$ cat src/icam_pkg.sv
// Purpose: Constants and types for the serial-port command and address-mask block
// Assumes: 32-bit AHB-Lite register access, 50 MHz mclk_i
// Notes: Bits 3..1 of the control register mean one thing in master mode and another in slave mode
// What this block does
// RQ1 - Receive request starts master byte reception
// RQ2 - Slave mode: bit 3 masks address bit 3
// RQ3 - Stop request sends Stop, then self-clears
// RQ4 - Slave mode: bit 2 masks address bit 2
// RQ5 - Restart request sends Repeated Start, self-clears
// RQ6 - Slave mode: bit 1 masks address bit 1
// RQ7 - Masked address bits are ignored in compare
package icam_pkg;
  localparam logic [7:0] CTRL_OFS = 8'h00;
  localparam logic [7:0] OWN_ADDR_OFS = 8'h04;
  localparam logic [7:0] STATUS_OFS = 8'h08;
  localparam logic [7:0] NO_REG = 8'hff;
  localparam int MODE_BIT = 0;
  localparam int RESTART_BIT = 1;
  localparam int STOP_BIT = 2;
  localparam int RECV_BIT = 3;
  localparam int ENABLE_BIT = 7;
  localparam int ST_MATCH_BIT = 0;
  localparam int ST_RXV_BIT = 1;
  localparam logic [7:0] CTRL_RST = 8'h00;
  localparam logic [6:0] OWN_ADDR_RST = 7'h00;
  localparam logic [7:0] RXD_RST = 8'h00;
  localparam int CLK_PERIOD_NS = 20;
  localparam int SCL_QTR_NS = 2500;
  localparam int SCL_QTR_CYC = (SCL_QTR_NS + CLK_PERIOD_NS - 1) / CLK_PERIOD_NS;
  localparam logic [3:0] RX_BITS = 4'h8;
  localparam logic [3:0] ADDR_FRAME_BITS = 4'h8;

  typedef enum logic [3:0] {
    ICAM_IDLE = 4'h0,
    ICAM_RS_SDA = 4'h1,
    ICAM_RS_SCL = 4'h2,
    ICAM_RS_START = 4'h3,
    ICAM_RS_HOLD = 4'h4,
    ICAM_P_SDA = 4'h5,
    ICAM_P_SCL = 4'h6,
    ICAM_P_REL = 4'h7,
    ICAM_RX_LOW = 4'h8,
    ICAM_RX_HIGH = 4'h9
  } icam_state_t;
endpackage

$ cat src/icam_top.sv
// Purpose: Master Stop/Repeated Start/receive sequencer and slave address masking
// Assumes: AHB-Lite slave on mclk_i, SCL and SDA open-drain, sampled via two flops
// Notes: Stop/restart/receive bits self-clear only in master mode
`timescale 1ns/10ps
module icam_top
  import icam_pkg::*;
#(
  parameter int QTR_CYC = SCL_QTR_CYC
)
(
  input wire logic mclk_i,
  input wire logic reset_n_i,
  input wire logic ce_i,
  input wire logic hsel_i,
  input wire logic [31:0] haddr_i,
  input wire logic [1:0] htrans_i,
  input wire logic hwrite_i,
  input wire logic [2:0] hsize_i,
  input wire logic [31:0] hwdata_i,
  input wire logic hready_i,
  output logic [31:0] hrdata_o,
  output logic hreadyout_o,
  output logic hresp_o,
  input wire logic scl_i,
  output logic scl_o,
  output logic scl_oe_o,
  input wire logic sda_i,
  output logic sda_o,
  output logic sda_oe_o
);
  logic [7:0] ctrl_r, ctrl_nxt;
  logic [6:0] own_r, own_nxt;
  logic match_r, match_nxt;
  logic rxv_r, rxv_nxt;
  logic [7:0] rxd_r, rxd_nxt;
  logic wr_pend_r, wr_pend_nxt;
  logic rd_pend_r, rd_pend_nxt;
  logic [7:0] baddr_r, baddr_nxt;
  logic [31:0] hrdata_r, hrdata_nxt;
  logic hready_r, hready_nxt;
  logic scl_m_r, scl_s_r, scl_p_r, sda_m_r, sda_s_r, sda_p_r;
  icam_state_t st_r, st_nxt;
  logic [15:0] div_r, div_nxt;
  logic [3:0] bit_r, bit_nxt;
  logic [7:0] msh_r, msh_nxt;
  logic scl_oe_r, scl_oe_nxt, sda_oe_r, sda_oe_nxt;
  logic clr_rs, clr_stop, clr_rx, rx_done, tick, master_on, slave_on;
  logic sl_act_r, sl_act_nxt;
  logic [3:0] sl_cnt_r, sl_cnt_nxt;
  logic [7:0] ssh_r, ssh_nxt;
  logic cmp, hit, acc;
  logic [6:0] mask7;

  // Bit 0 has no mask enable; only bits 3..1 can be ignored
  function automatic logic addr_hit(input logic [6:0] rx, input logic [6:0] own,
                                    input logic [6:0] msk);
    addr_hit = ((rx ^ own) & ~msk) == 7'h00;
  endfunction

  assign master_on = ctrl_r[ENABLE_BIT] && ctrl_r[MODE_BIT];
  assign slave_on = ctrl_r[ENABLE_BIT] && !ctrl_r[MODE_BIT];
  // RQ2 RQ4 RQ6 mask enables
  assign mask7 = {3'h0, ctrl_r[RECV_BIT], ctrl_r[STOP_BIT], ctrl_r[RESTART_BIT], 1'b0};
  assign acc = hsel_i && htrans_i[1] && hready_i;
  assign cmp = sl_act_r && (sl_cnt_r == ADDR_FRAME_BITS);
  // RQ7 masked compare
  assign hit = addr_hit(ssh_r[7:1], own_r, mask7);
  assign tick = div_r == 16'(QTR_CYC - 1);

  // Bus and register file; reads take one wait state so a write just before is seen
  always_comb
  begin
    wr_pend_nxt = acc && hwrite_i;
    rd_pend_nxt = acc && !hwrite_i;
    hready_nxt = !rd_pend_nxt;
    baddr_nxt = baddr_r;
    if (acc)
    begin
      baddr_nxt = (haddr_i[31:8] == 24'h0) ? haddr_i[7:0] : NO_REG;
    end
    hrdata_nxt = hrdata_r;
    if (rd_pend_r)
    begin
      if (baddr_r == CTRL_OFS)
        hrdata_nxt = {24'h0, ctrl_r};
      else if (baddr_r == OWN_ADDR_OFS)
        hrdata_nxt = {25'h0, own_r};
      else if (baddr_r == STATUS_OFS)
        hrdata_nxt = {16'h0, rxd_r, 4'h0, sda_s_r, st_r != ICAM_IDLE, rxv_r, match_r};
      else
        hrdata_nxt = 32'h0;
    end
    ctrl_nxt = ctrl_r;
    // RQ3 stop self-clear
    if (clr_stop)
      ctrl_nxt[STOP_BIT] = 1'b0;
    // RQ5 restart self-clear
    if (clr_rs)
      ctrl_nxt[RESTART_BIT] = 1'b0;
    if (clr_rx)
      ctrl_nxt[RECV_BIT] = 1'b0;
    // Software write wins so a fresh request is never dropped
    if (wr_pend_r && baddr_r == CTRL_OFS)
      ctrl_nxt = hwdata_i[7:0];
    own_nxt = own_r;
    if (wr_pend_r && baddr_r == OWN_ADDR_OFS)
      own_nxt = hwdata_i[6:0];
    match_nxt = match_r;
    rxv_nxt = rxv_r;
    if (wr_pend_r && baddr_r == STATUS_OFS)
    begin
      match_nxt = match_r && !hwdata_i[ST_MATCH_BIT];
      rxv_nxt = rxv_r && !hwdata_i[ST_RXV_BIT];
    end
    // Hardware set beats a same-cycle clear
    if (cmp && hit)
      match_nxt = 1'b1;
    if (rx_done)
      rxv_nxt = 1'b1;
    rxd_nxt = rx_done ? {msh_r[6:0], sda_s_r} : rxd_r;
  end

  always_ff @(posedge mclk_i or negedge reset_n_i)
  begin
    if (!reset_n_i)
    begin
      wr_pend_r <= 1'b0;
      rd_pend_r <= 1'b0;
      hready_r <= 1'b1;
      baddr_r <= NO_REG;
      hrdata_r <= 32'h0;
      ctrl_r <= CTRL_RST;
      own_r <= OWN_ADDR_RST;
      match_r <= 1'b0;
      rxv_r <= 1'b0;
      rxd_r <= RXD_RST;
      scl_m_r <= 1'b1;
      scl_s_r <= 1'b1;
      scl_p_r <= 1'b1;
      sda_m_r <= 1'b1;
      sda_s_r <= 1'b1;
      sda_p_r <= 1'b1;
    end
    else if (ce_i)
    begin
      wr_pend_r <= wr_pend_nxt;
      rd_pend_r <= rd_pend_nxt;
      hready_r <= hready_nxt;
      baddr_r <= baddr_nxt;
      hrdata_r <= hrdata_nxt;
      ctrl_r <= ctrl_nxt;
      own_r <= own_nxt;
      match_r <= match_nxt;
      rxv_r <= rxv_nxt;
      rxd_r <= rxd_nxt;
      scl_m_r <= scl_i;
      scl_s_r <= scl_m_r;
      scl_p_r <= scl_s_r;
      sda_m_r <= sda_i;
      sda_s_r <= sda_m_r;
      sda_p_r <= sda_s_r;
    end
  end

  // Master sequencer; each state but ICAM_IDLE lasts one quarter SCL period, no clock stretching
  always_comb
  begin
    st_nxt = st_r;
    bit_nxt = bit_r;
    msh_nxt = msh_r;
    clr_rs = 1'b0;
    clr_stop = 1'b0;
    clr_rx = 1'b0;
    rx_done = 1'b0;
    div_nxt = (st_r == ICAM_IDLE || tick) ? 16'h0 : div_r + 16'h1;
    case (st_r)
      ICAM_IDLE:
      begin
        bit_nxt = 4'h0;
        // Restart outranks Stop, which outranks receive
        if (master_on && ctrl_r[RESTART_BIT])
          st_nxt = ICAM_RS_SDA;
        else if (master_on && ctrl_r[STOP_BIT])
          st_nxt = ICAM_P_SDA;
        // RQ1 receive launch
        else if (master_on && ctrl_r[RECV_BIT])
          st_nxt = ICAM_RX_LOW;
      end
      ICAM_RS_SDA: if (tick) st_nxt = ICAM_RS_SCL;
      ICAM_RS_SCL: if (tick) st_nxt = ICAM_RS_START;
      ICAM_RS_START: if (tick) st_nxt = ICAM_RS_HOLD;
      ICAM_RS_HOLD:
      begin
        if (tick)
        begin
          st_nxt = ICAM_IDLE;
          clr_rs = 1'b1;
        end
      end
      ICAM_P_SDA: if (tick) st_nxt = ICAM_P_SCL;
      ICAM_P_SCL: if (tick) st_nxt = ICAM_P_REL;
      ICAM_P_REL:
      begin
        if (tick)
        begin
          st_nxt = ICAM_IDLE;
          clr_stop = 1'b1;
        end
      end
      ICAM_RX_LOW: if (tick) st_nxt = ICAM_RX_HIGH;
      ICAM_RX_HIGH:
      begin
        if (tick)
        begin
          msh_nxt = {msh_r[6:0], sda_s_r};
          bit_nxt = bit_r + 4'h1;
          st_nxt = ICAM_RX_LOW;
          if (bit_r == RX_BITS - 4'h1)
          begin
            st_nxt = ICAM_IDLE;
            rx_done = 1'b1;
            clr_rx = 1'b1;
          end
        end
      end
      default: st_nxt = ICAM_IDLE;
    endcase
    // Leaving master mode aborts; a late self-clear must not eat slave mask enables
    if (!master_on)
    begin
      st_nxt = ICAM_IDLE;
      clr_rs = 1'b0;
      clr_stop = 1'b0;
      clr_rx = 1'b0;
      rx_done = 1'b0;
    end
    scl_oe_nxt = st_nxt inside {ICAM_RS_SDA, ICAM_RS_HOLD, ICAM_P_SDA, ICAM_RX_LOW};
    sda_oe_nxt = st_nxt inside {ICAM_RS_START, ICAM_RS_HOLD, ICAM_P_SDA, ICAM_P_SCL};
  end

  always_ff @(posedge mclk_i or negedge reset_n_i)
  begin
    if (!reset_n_i)
    begin
      st_r <= ICAM_IDLE;
      div_r <= 16'h0;
      bit_r <= 4'h0;
      msh_r <= 8'h00;
      scl_oe_r <= 1'b0;
      sda_oe_r <= 1'b0;
    end
    else if (ce_i)
    begin
      st_r <= st_nxt;
      div_r <= div_nxt;
      bit_r <= bit_nxt;
      msh_r <= msh_nxt;
      scl_oe_r <= scl_oe_nxt;
      sda_oe_r <= sda_oe_nxt;
    end
  end

  // Slave address capture; one compare per Start, no acknowledge is driven
  always_comb
  begin
    sl_act_nxt = sl_act_r;
    sl_cnt_nxt = sl_cnt_r;
    ssh_nxt = ssh_r;
    if (!slave_on || (scl_s_r && !sda_p_r && sda_s_r))
      sl_act_nxt = 1'b0;
    else if (scl_s_r && sda_p_r && !sda_s_r)
    begin
      sl_act_nxt = 1'b1;
      sl_cnt_nxt = 4'h0;
    end
    else if (cmp)
      sl_act_nxt = 1'b0;
    else if (sl_act_r && !scl_p_r && scl_s_r)
    begin
      ssh_nxt = {ssh_r[6:0], sda_s_r};
      sl_cnt_nxt = sl_cnt_r + 4'h1;
    end
  end

  always_ff @(posedge mclk_i or negedge reset_n_i)
  begin
    if (!reset_n_i)
    begin
      sl_act_r <= 1'b0;
      sl_cnt_r <= 4'h0;
      ssh_r <= 8'h00;
    end
    else if (ce_i)
    begin
      sl_act_r <= sl_act_nxt;
      sl_cnt_r <= sl_cnt_nxt;
      ssh_r <= ssh_nxt;
    end
  end

  assign hrdata_o = hrdata_r;
  assign hreadyout_o = hready_r;
  assign hresp_o = 1'b0 & hready_r;
  assign scl_o = 1'b0 & scl_oe_r;
  assign sda_o = 1'b0 & sda_oe_r;
  assign scl_oe_o = scl_oe_r;
  assign sda_oe_o = sda_oe_r;

  localparam int A_SEQ_MAX = 4 * QTR_CYC + 2;
endmodule

$ cat config.mk
export PLATFORM = sky130hd
export DESIGN_NAME = icam_top
export DESIGN_NICKNAME = d
export VERILOG_FILES = /design/src/icam_pkg.sv /design/src/icam_top.sv
export SDC_FILE = /design/constraint.sdc
export NUM_CORES = 1
export LEC_CHECK = 0
export ABC_AREA = 1
export BUFFER_PORTS_ARGS = -buffer_cell sky130_fd_sc_hd__buf_2
export CAP_MARGIN = 0
export CORE_ASPECT_RATIO = 0.9
export CORE_MARGIN = 8
export CORE_UTILIZATION = 49
export DETAILED_ROUTE_END_ITERATION = 16
export GPL_TIMING_DRIVEN = 1
export PLACE_DENSITY = 0.78
export SYNTH_ARGS = -nofsm -noshare
export SYNTH_HDL_FRONTEND = slang
export SYNTH_SLANG_ARGS = --single-unit
$ cat constraint.sdc
create_clock -name mclk_i -period 1.53 [get_ports mclk_i]
set_input_delay 0.306 -clock mclk_i [delete_from_list [all_inputs] [get_ports mclk_i]]
set_output_delay 0.306 -clock mclk_i [all_outputs]
set_load 0.02 [all_outputs]
==> metrics.cfg, run 1 <==
[status]
status=finished, violations left
failed_checks=negative setup slack

[global_routing]
grt_use_total_pct=18.33
antenna_found_initial=0
grt_first_pass_wirelength_um=21890
overflow=0
grt_max_degree=35
grt_pass1_vias=4891

[placed_design]
dp_cells=893
routabilityCongestion=0.8663
portBuffers=67
hpwl_um=9501

[pwr]
switching_share_pct=31.07
clockPowerShare_pct=32.6
p_switching_w=0.002235
internal-power_w=0.004957
peakVddDrop_mv=0.5347
p_leak_nw=3.644
totalPowerFinal_w=0.007192
seqPwrFrac_pct=43.2
combPwrFrac_pct=24.3
cellPowerDensity_nw_per_um2=1001

[worst_setup_path]
reg2reg_depth=16
crit_arrival_ns=1.98
crit_path_cell_trace=inv_2 > ha_4 > nand2_2 > inv_2 > nand2_4 > nor2_4 > nand2_4 > nand2_2 > nand2_2 > inv_2 > nand3_4 > nand2_4 > nand2_2 > nand2_2 > nand3_2 > nand2_1
cp_max_fo=8
crit_path_end_kind=flip-flop
r2r_end=scl_oe_o
reg2reg_slack_ns=-0.16
timing.critical_path.mode_cell=nand2_2
critical-path-top-delay-family=simple AND/OR/NAND/NOR gates
crit_path_max_incr_delay_ns=0.40
startpoint_type=flip-flop
critical_path_class=reg2reg
cp_num_buf_inv=3
worst_path_max_delay_cell=dfrtp_1
worstPathRequired_ns=1.82
r2r_start=div_r[1]

[detailed_routing]
drt-initial-drc-count=476
wl_met3_um=603
antenna_left=0
drt-total-wl_um=14390
wl_per_cell_um=15.49
wl_met2_um=7636
drt_pre_antenna_iters=6
dr.max_layer_used=met4
met1_length_um=5819
drcViolationCount=0
via_count=4961
routed_via_density=5.340

[layout]
fin_nets=873
nFillCells=765
stdcell_count=929
insertedDiodeCount=0
synthToLayoutAreaGrowth_pct=36.45
layout-drive-gt1-share_pct=37.44

[floorplanning]
core_area_sq_um=10630
die_x_um=125.3
die_area_sq_um=14330
initial_core_util_pct=49.54
rows=36
die_y_um=114.4
pin_count=115

[logic_synthesis]
synthDistinctLibCells=48
synth.most_common_cell=nand2_1
synth_top_family_by_area=simple AND/OR/NAND/NOR gates
synth-edff-count=0
yosys-top-cells-count=149 x nand2_1, 89 x dfrtp_1, 80 x inv_1, 63 x o21ai_0, 41 x nor2_1
ys_seq_elements=104
synth.avg_cell_area_sq_um=8.216
ys_warn_count=0
netlist_instances=641
yosys.area_share.adder_pct=1.188
postSynth.asyncResetShare_pct=100.0
yosysSeqAreaShare_pct=49.77
synth-xor-area-share_pct=1.164
synthSimpleGateAreaFrac_pct=24.57
ys_top_cells_by_area=dfrtp_1 42%, nand2_1 11%, dfstp_2 7.5%, o21ai_0 6.0%, inv_1 5.7%
synth_compound_area_share_pct=12.90
synth_top_area_share_pct=42.29
synth_ff_type=dfrtp_1
synth_area_sq_um=5266
synth.area.mux_share_pct=0.2138
yosysTopAreaCell=dfrtp_1

[cts]
cts_root_buffer=clkbuf_16
clk_path_buf_depth=2
h-tree-depth=3
clkSinkCount=104
clock_latency_ns=0.34
path_clk_slew_ns=0.08
numCtsBuffers=9
cts_tree=built

[job]
cap_viol_max_count=0

[min_path]
min_path_type=in2reg
hold_end=sda_m_r
hold_depth=3
holdCritStartpoint=sda_i

[sta]
grt_setup_unrepaired=true
clock_skew_ns=0.01044
setup_viol=53
period_needed_ns=1.687
whs_ns=0.1555
timing.final.ws_setup_ns=-0.1572
slew_viol_final=0
finalHoldViolCount=0
finalCritPeriodShare_pct=110.3
fmax_mhz=592.7

## power groups by stage
| stage | sequential [W] | clock, W | combinational [W] |
|---|---|---|---|
| after floorplan | 0.00317 | 0 | 0.000767 |
| after global placement | 0.00313 | 0 | 0.00136 |
| after detailed placement | 0.00314 | 0 | 0.00140 |
| after CTS | 0.00309 | 0.00236 | 0.00147 |
| after global routing | 0.00312 | 0.00247 | 0.00193 |
| final | 0.00310 | 0.00234 | 0.00174 |
## how the worst max path moves through the flow
stage,start,end,slack (ns),depth (start not counted)
after floorplan,div_r[0],rxd_r[7],-0.12,10
after global placement,div_r[0],msh_r[6],-0.14,12
after detailed placement,div_r[0],msh_r[6],-0.20,12
after CTS,div_r[0],scl_oe_o,-0.16,15
after global routing,div_r[1],scl_oe_o,-0.28,16
final,div_r[1],scl_oe_o,-0.16,16
## metrics by stage
stage / utilization, % / TNS (ns) / setup WS [ns] / area (sq um)
after global placement: 58.12 / -3.346 / -0.1449 / 6178
after detailed placement: 58.12 / -4.922 / -0.1996 / 6178
after floorplan: - / -1.051 / -0.1163 / 5345
after global routing: 67.60 / -9.358 / -0.2820 / 7186
after CTS: 62.24 / -3.712 / -0.1594 / 6616
final: 67.60 / -4.316 / -0.1572 / 7186
## worst register-to-register path, cell delays in order, from the launching register on
cell,delay [ns]
dfrtp_1,0.40
inv_2,0.09
ha_4,0.13
nand2_2,0.05
inv_2,0.06
nand2_4,0.05
nor2_4,0.12
nand2_4,0.10
nand2_2,0.10
nand2_2,0.05
inv_2,0.06
nand3_4,0.08
nand2_4,0.09
nand2_2,0.05
nand2_2,0.06
nand3_2,0.07
nand2_1,0.07
## cells by family (layout without fill, tap and decap cells)
group | after synthesis | count (layout)
DFF | 104 | 104
other | 1 | 19
muxes | 1 | 1
AOI/OAI and AO/OA | 125 | 125
and+or+nand+nor | 280 | 281
adders and majority gates | 5 | 5
buffers and inverters | 118 | 254
xor gates and xnor gates | 7 | 7
## cell usage in the layout (no fill, tap or decap), types with 3 or more instances in the layout
master,Yosys,final
a21oi_1,28,23
a21oi_2,0,5
buf_12,0,4
buf_2,6,66
buf_4,20,67
buf_6,1,14
clkbuf_16,0,9
clkinvlp_4,0,4
conb_1,1,19
dfrtp_1,89,89
dfstp_2,15,15
ha_1,5,3
inv_1,80,65
inv_2,6,17
inv_4,0,3
nand2_1,149,123
nand2_2,9,21
nand2_4,3,16
nand3_1,32,23
nand3_2,2,7
nand3_4,1,5
nand4_1,8,8
nor2_1,41,32
nor2_2,1,3
nor2_4,2,9
nor3_1,15,10
nor3_2,1,3
nor3_4,1,4
nor4_1,8,7
o21a_1,3,3
o21ai_0,63,28
o21ai_1,14,38
o21ai_2,0,10
xor2_1,6,6
## metal layers
layer / global-route usage, % / vias to the layer above
li1: - / 2364
met1: 20.94 / 2423
met2: 34.07 / 139
met3: 3.119 / 35
met4: 6.321 / 0
met5: 0 / -
## registers in the layout (all words and copies together), names as in the netlist, 4 cells and up
| signal | cells |
|---|---|
| baddr_r | 8 |
| bit_r | 4 |
| ctrl_r | 8 |
| div_r | 16 |
| hrdata_o | 16 |
| msh_r | 7 |
| own_r | 7 |
| rxd_r | 8 |
| sl_cnt_r | 4 |
| ssh_r | 8 |
| st_r | 4 |
## area by class of cell
type                    count  area [sq um]  share of cell area, %
clock buffers               9         225.2                  3.134
clock inverters             7         80.08                  1.114
inverters                  86         342.8                  4.771
multi-input cells         438          2669                  37.14
flip-flops and latches    104          2621                  36.48
well taps                 133         166.4                  2.316
repair buffers            152          1081                  15.04
## what timing repair did
item | CTS | global route
cloned | 2 | 1
setup endpoints to repair | 61 | 83
buffers inserted | 6 | 13
pin swaps | 12 | 35
hold endpoints to repair | 14 | 0
hold buffers | 1 | 0
resized for setup | 26 | 148
No activity file was read; power rests on OpenSTA's default activity.
==> inputs of run 2 (changes only) <==
==> constraint.sdc (replaced) <==
create_clock -name mclk_i -period 1.35 [get_ports mclk_i]
set_input_delay 0.27 -clock mclk_i [delete_from_list [all_inputs] [get_ports mclk_i]]
set_output_delay 0.27 -clock mclk_i [all_outputs]
set_load 0.02 [all_outputs]
==> metrics.cfg, run 2 (same netlist as run 1, synthesis figures left out) <==
[layout]
layout-drive-gt1-share_pct=49.77
fin_nets=930
synthToLayoutAreaGrowth_pct=54.93
final_common_cell=nand2_1
final_cell_mix=109 x nand2_1, 107 x buf_4, 89 x dfrtp_1, 66 x buf_2, 64 x inv_1

[worst_setup_path]
cp_max_fo=5
reg2reg_slack_ns=-0.39
r2r_end=rxd_r[7]
crit_path_end_kind=flip-flop
critical_path_class=reg2reg
startpoint_type=flip-flop
reg2reg_depth=8
crit_arrival_ns=1.97
worstPathRequired_ns=1.59
r2r_start=div_r[3]

[detailed_routing]
wl_per_cell_um=19.45
drt-total-wl_um=19180
drt-initial-drc-count=593
drt_pre_antenna_iters=5
via_count=5611
routed_via_density=5.691
antenna_left=0
drcViolationCount=0

[sta]
timing.final.ws_setup_ns=-0.3883
whs_ns=0.1196
grt_setup_unrepaired=true
period_needed_ns=1.738
slew_viol_final=0
setup_viol=87
finalCritPeriodShare_pct=128.8
fmax_mhz=575.3
finalHoldViolCount=0
clock_skew_ns=0.01053

[global_routing]
grt_pass1_vias=5572
overflow=0
grt_max_degree=41
antenna_found_initial=1
grt_use_total_pct=22.52
grt_first_pass_wirelength_um=26040

[status]
status=finished, violations left
failed_checks=negative setup slack

[floorplanning]
die_x_um=125.3
core_area_sq_um=10630
die_y_um=114.4
pin_count=115
rows=36
die_area_sq_um=14330
initial_core_util_pct=49.54

[job]
cap_viol_max_count=0

[cts]
cts_tree=built
clk_path_buf_depth=2
cts_root_buffer=clkbuf_16
path_clk_slew_ns=0.07
numCtsBuffers=9
clock_latency_ns=0.36
h-tree-depth=3
clkSinkCount=104

[min_path]
hold_depth=3
holdCritStartpoint=scl_i
hold_end=scl_m_r
min_path_type=in2reg

[placed_design]
dp_slack_ns=-0.4158
portBuffers=67
hpwl_um=10240
routabilityCongestion=0.8789

[pwr]
peakVddDrop_mv=1.077
clockPowerShare_pct=29.8
switching_share_pct=32.15
p_switching_w=0.002709
combPwrFrac_pct=28.2
cellPowerDensity_nw_per_um2=1033
totalPowerFinal_w=0.008426
p_leak_nw=3.965
seqPwrFrac_pct=41.9
internal-power_w=0.005717

[run 2: cell count changes in the layout (fill, tap and decap cells not counted), moves of 6 or more]
cell     before  now
o21ai_1      38   28
a21oi_1      23   15
buf_6        14   22
nand2_8       2    9
nand2_4      16   10
buf_4        67  107
o21ai_2      10   31
nor2_1       32   24
nand2_1     123  109
nor3_1       10    4
nand2_2      21   36
o21ai_0      28   14
a21oi_2       5   11
[run 2: stage by stage]
| stage | util (%) | instance area (sq um) | instances | TNS [ns] |
|---|---|---|---|---|
| after floorplan | - | 5400 | 659 | -10.00 |
| after global placement | 62.15 | 6606 | 941 | -14.70 |
| after detailed placement | 62.15 | 6606 | 941 | -18.79 |
| after CTS | 70.90 | 7537 | 969 | -15.13 |
| after global routing | 76.75 | 8159 | 986 | -25.15 |
| final | 76.75 | 8159 | 986 | -19.60 |
[run 2: power groups by stage]
stage	Sequential (W)	Combinational (W)	Clock (W)
final	0.00353	0.00238	0.00251
after global placement	0.00355	0.00176	0
after CTS	0.00351	0.00212	0.00250
after global routing	0.00355	0.00258	0.00265
after detailed placement	0.00356	0.00183	0
after floorplan	0.00360	0.000881	0
[run 2: repair_timing]
item / 4_1_cts / 5_1_grt
cloned: 3 / 2
endpoints found under the hold margin: 15 / 0
endpoints found under the setup margin: 87 / 87
gates resized for setup: 162 / 111
setup buffers: 11 / 18
hold buffers: 1 / 0
pin swaps: 40 / 42
[run 2: metal layers]
metal	routed length [um]	global-route usage, %	vias up	share of wire, %
li1	-	-	2480	-
met1	6981	24.37	2743	36
met2	9826	40.51	276	51
met3	1105	5.912	112	5.8
met4	1265	10.94	0	6.6
met5	0	0	-	0
[run 2: how the worst max path moves through the flow]
stage                     to  cells past startpoint      from  slack, ns
finish              rxd_r[7]                      8  div_r[3]      -0.39
global route        sda_oe_o                     13  div_r[3]      -0.45
CTS                 rxd_r[7]                     10  div_r[0]      -0.31
detailed placement  rxd_r[7]                     10  div_r[1]      -0.42
global placement    sda_oe_o                     14  div_r[0]      -0.32
floorplan           rxd_r[7]                     10  div_r[0]      -0.30
[run 2: final cells by class]
| class | count | area, sq um |
|---|---|---|
| Antenna cell | 1 | 2.502 |
| Clock buffer | 12 | 256.5 |
| Clock inverter | 3 | 17.52 |
| Fill cell | 606 | 2471 |
| Inverter | 86 | 355.3 |
| Multi-Input combinational cell | 440 | 3133 |
| Sequential cell | 104 | 2621 |
| Tap cell | 133 | 166.4 |
| Timing Repair Buffer | 207 | 1607 |
[run 2: worst max-delay path, cell delays in order (launching register included)]
cell     delay [ns]
dfrtp_1        0.40
nand2_2        0.10
inv_2          0.08
nand2_2        0.10
nor2_1         0.19
nand2_2        0.10
nor2_4         0.19
nand3_4        0.14
mux2_4         0.32
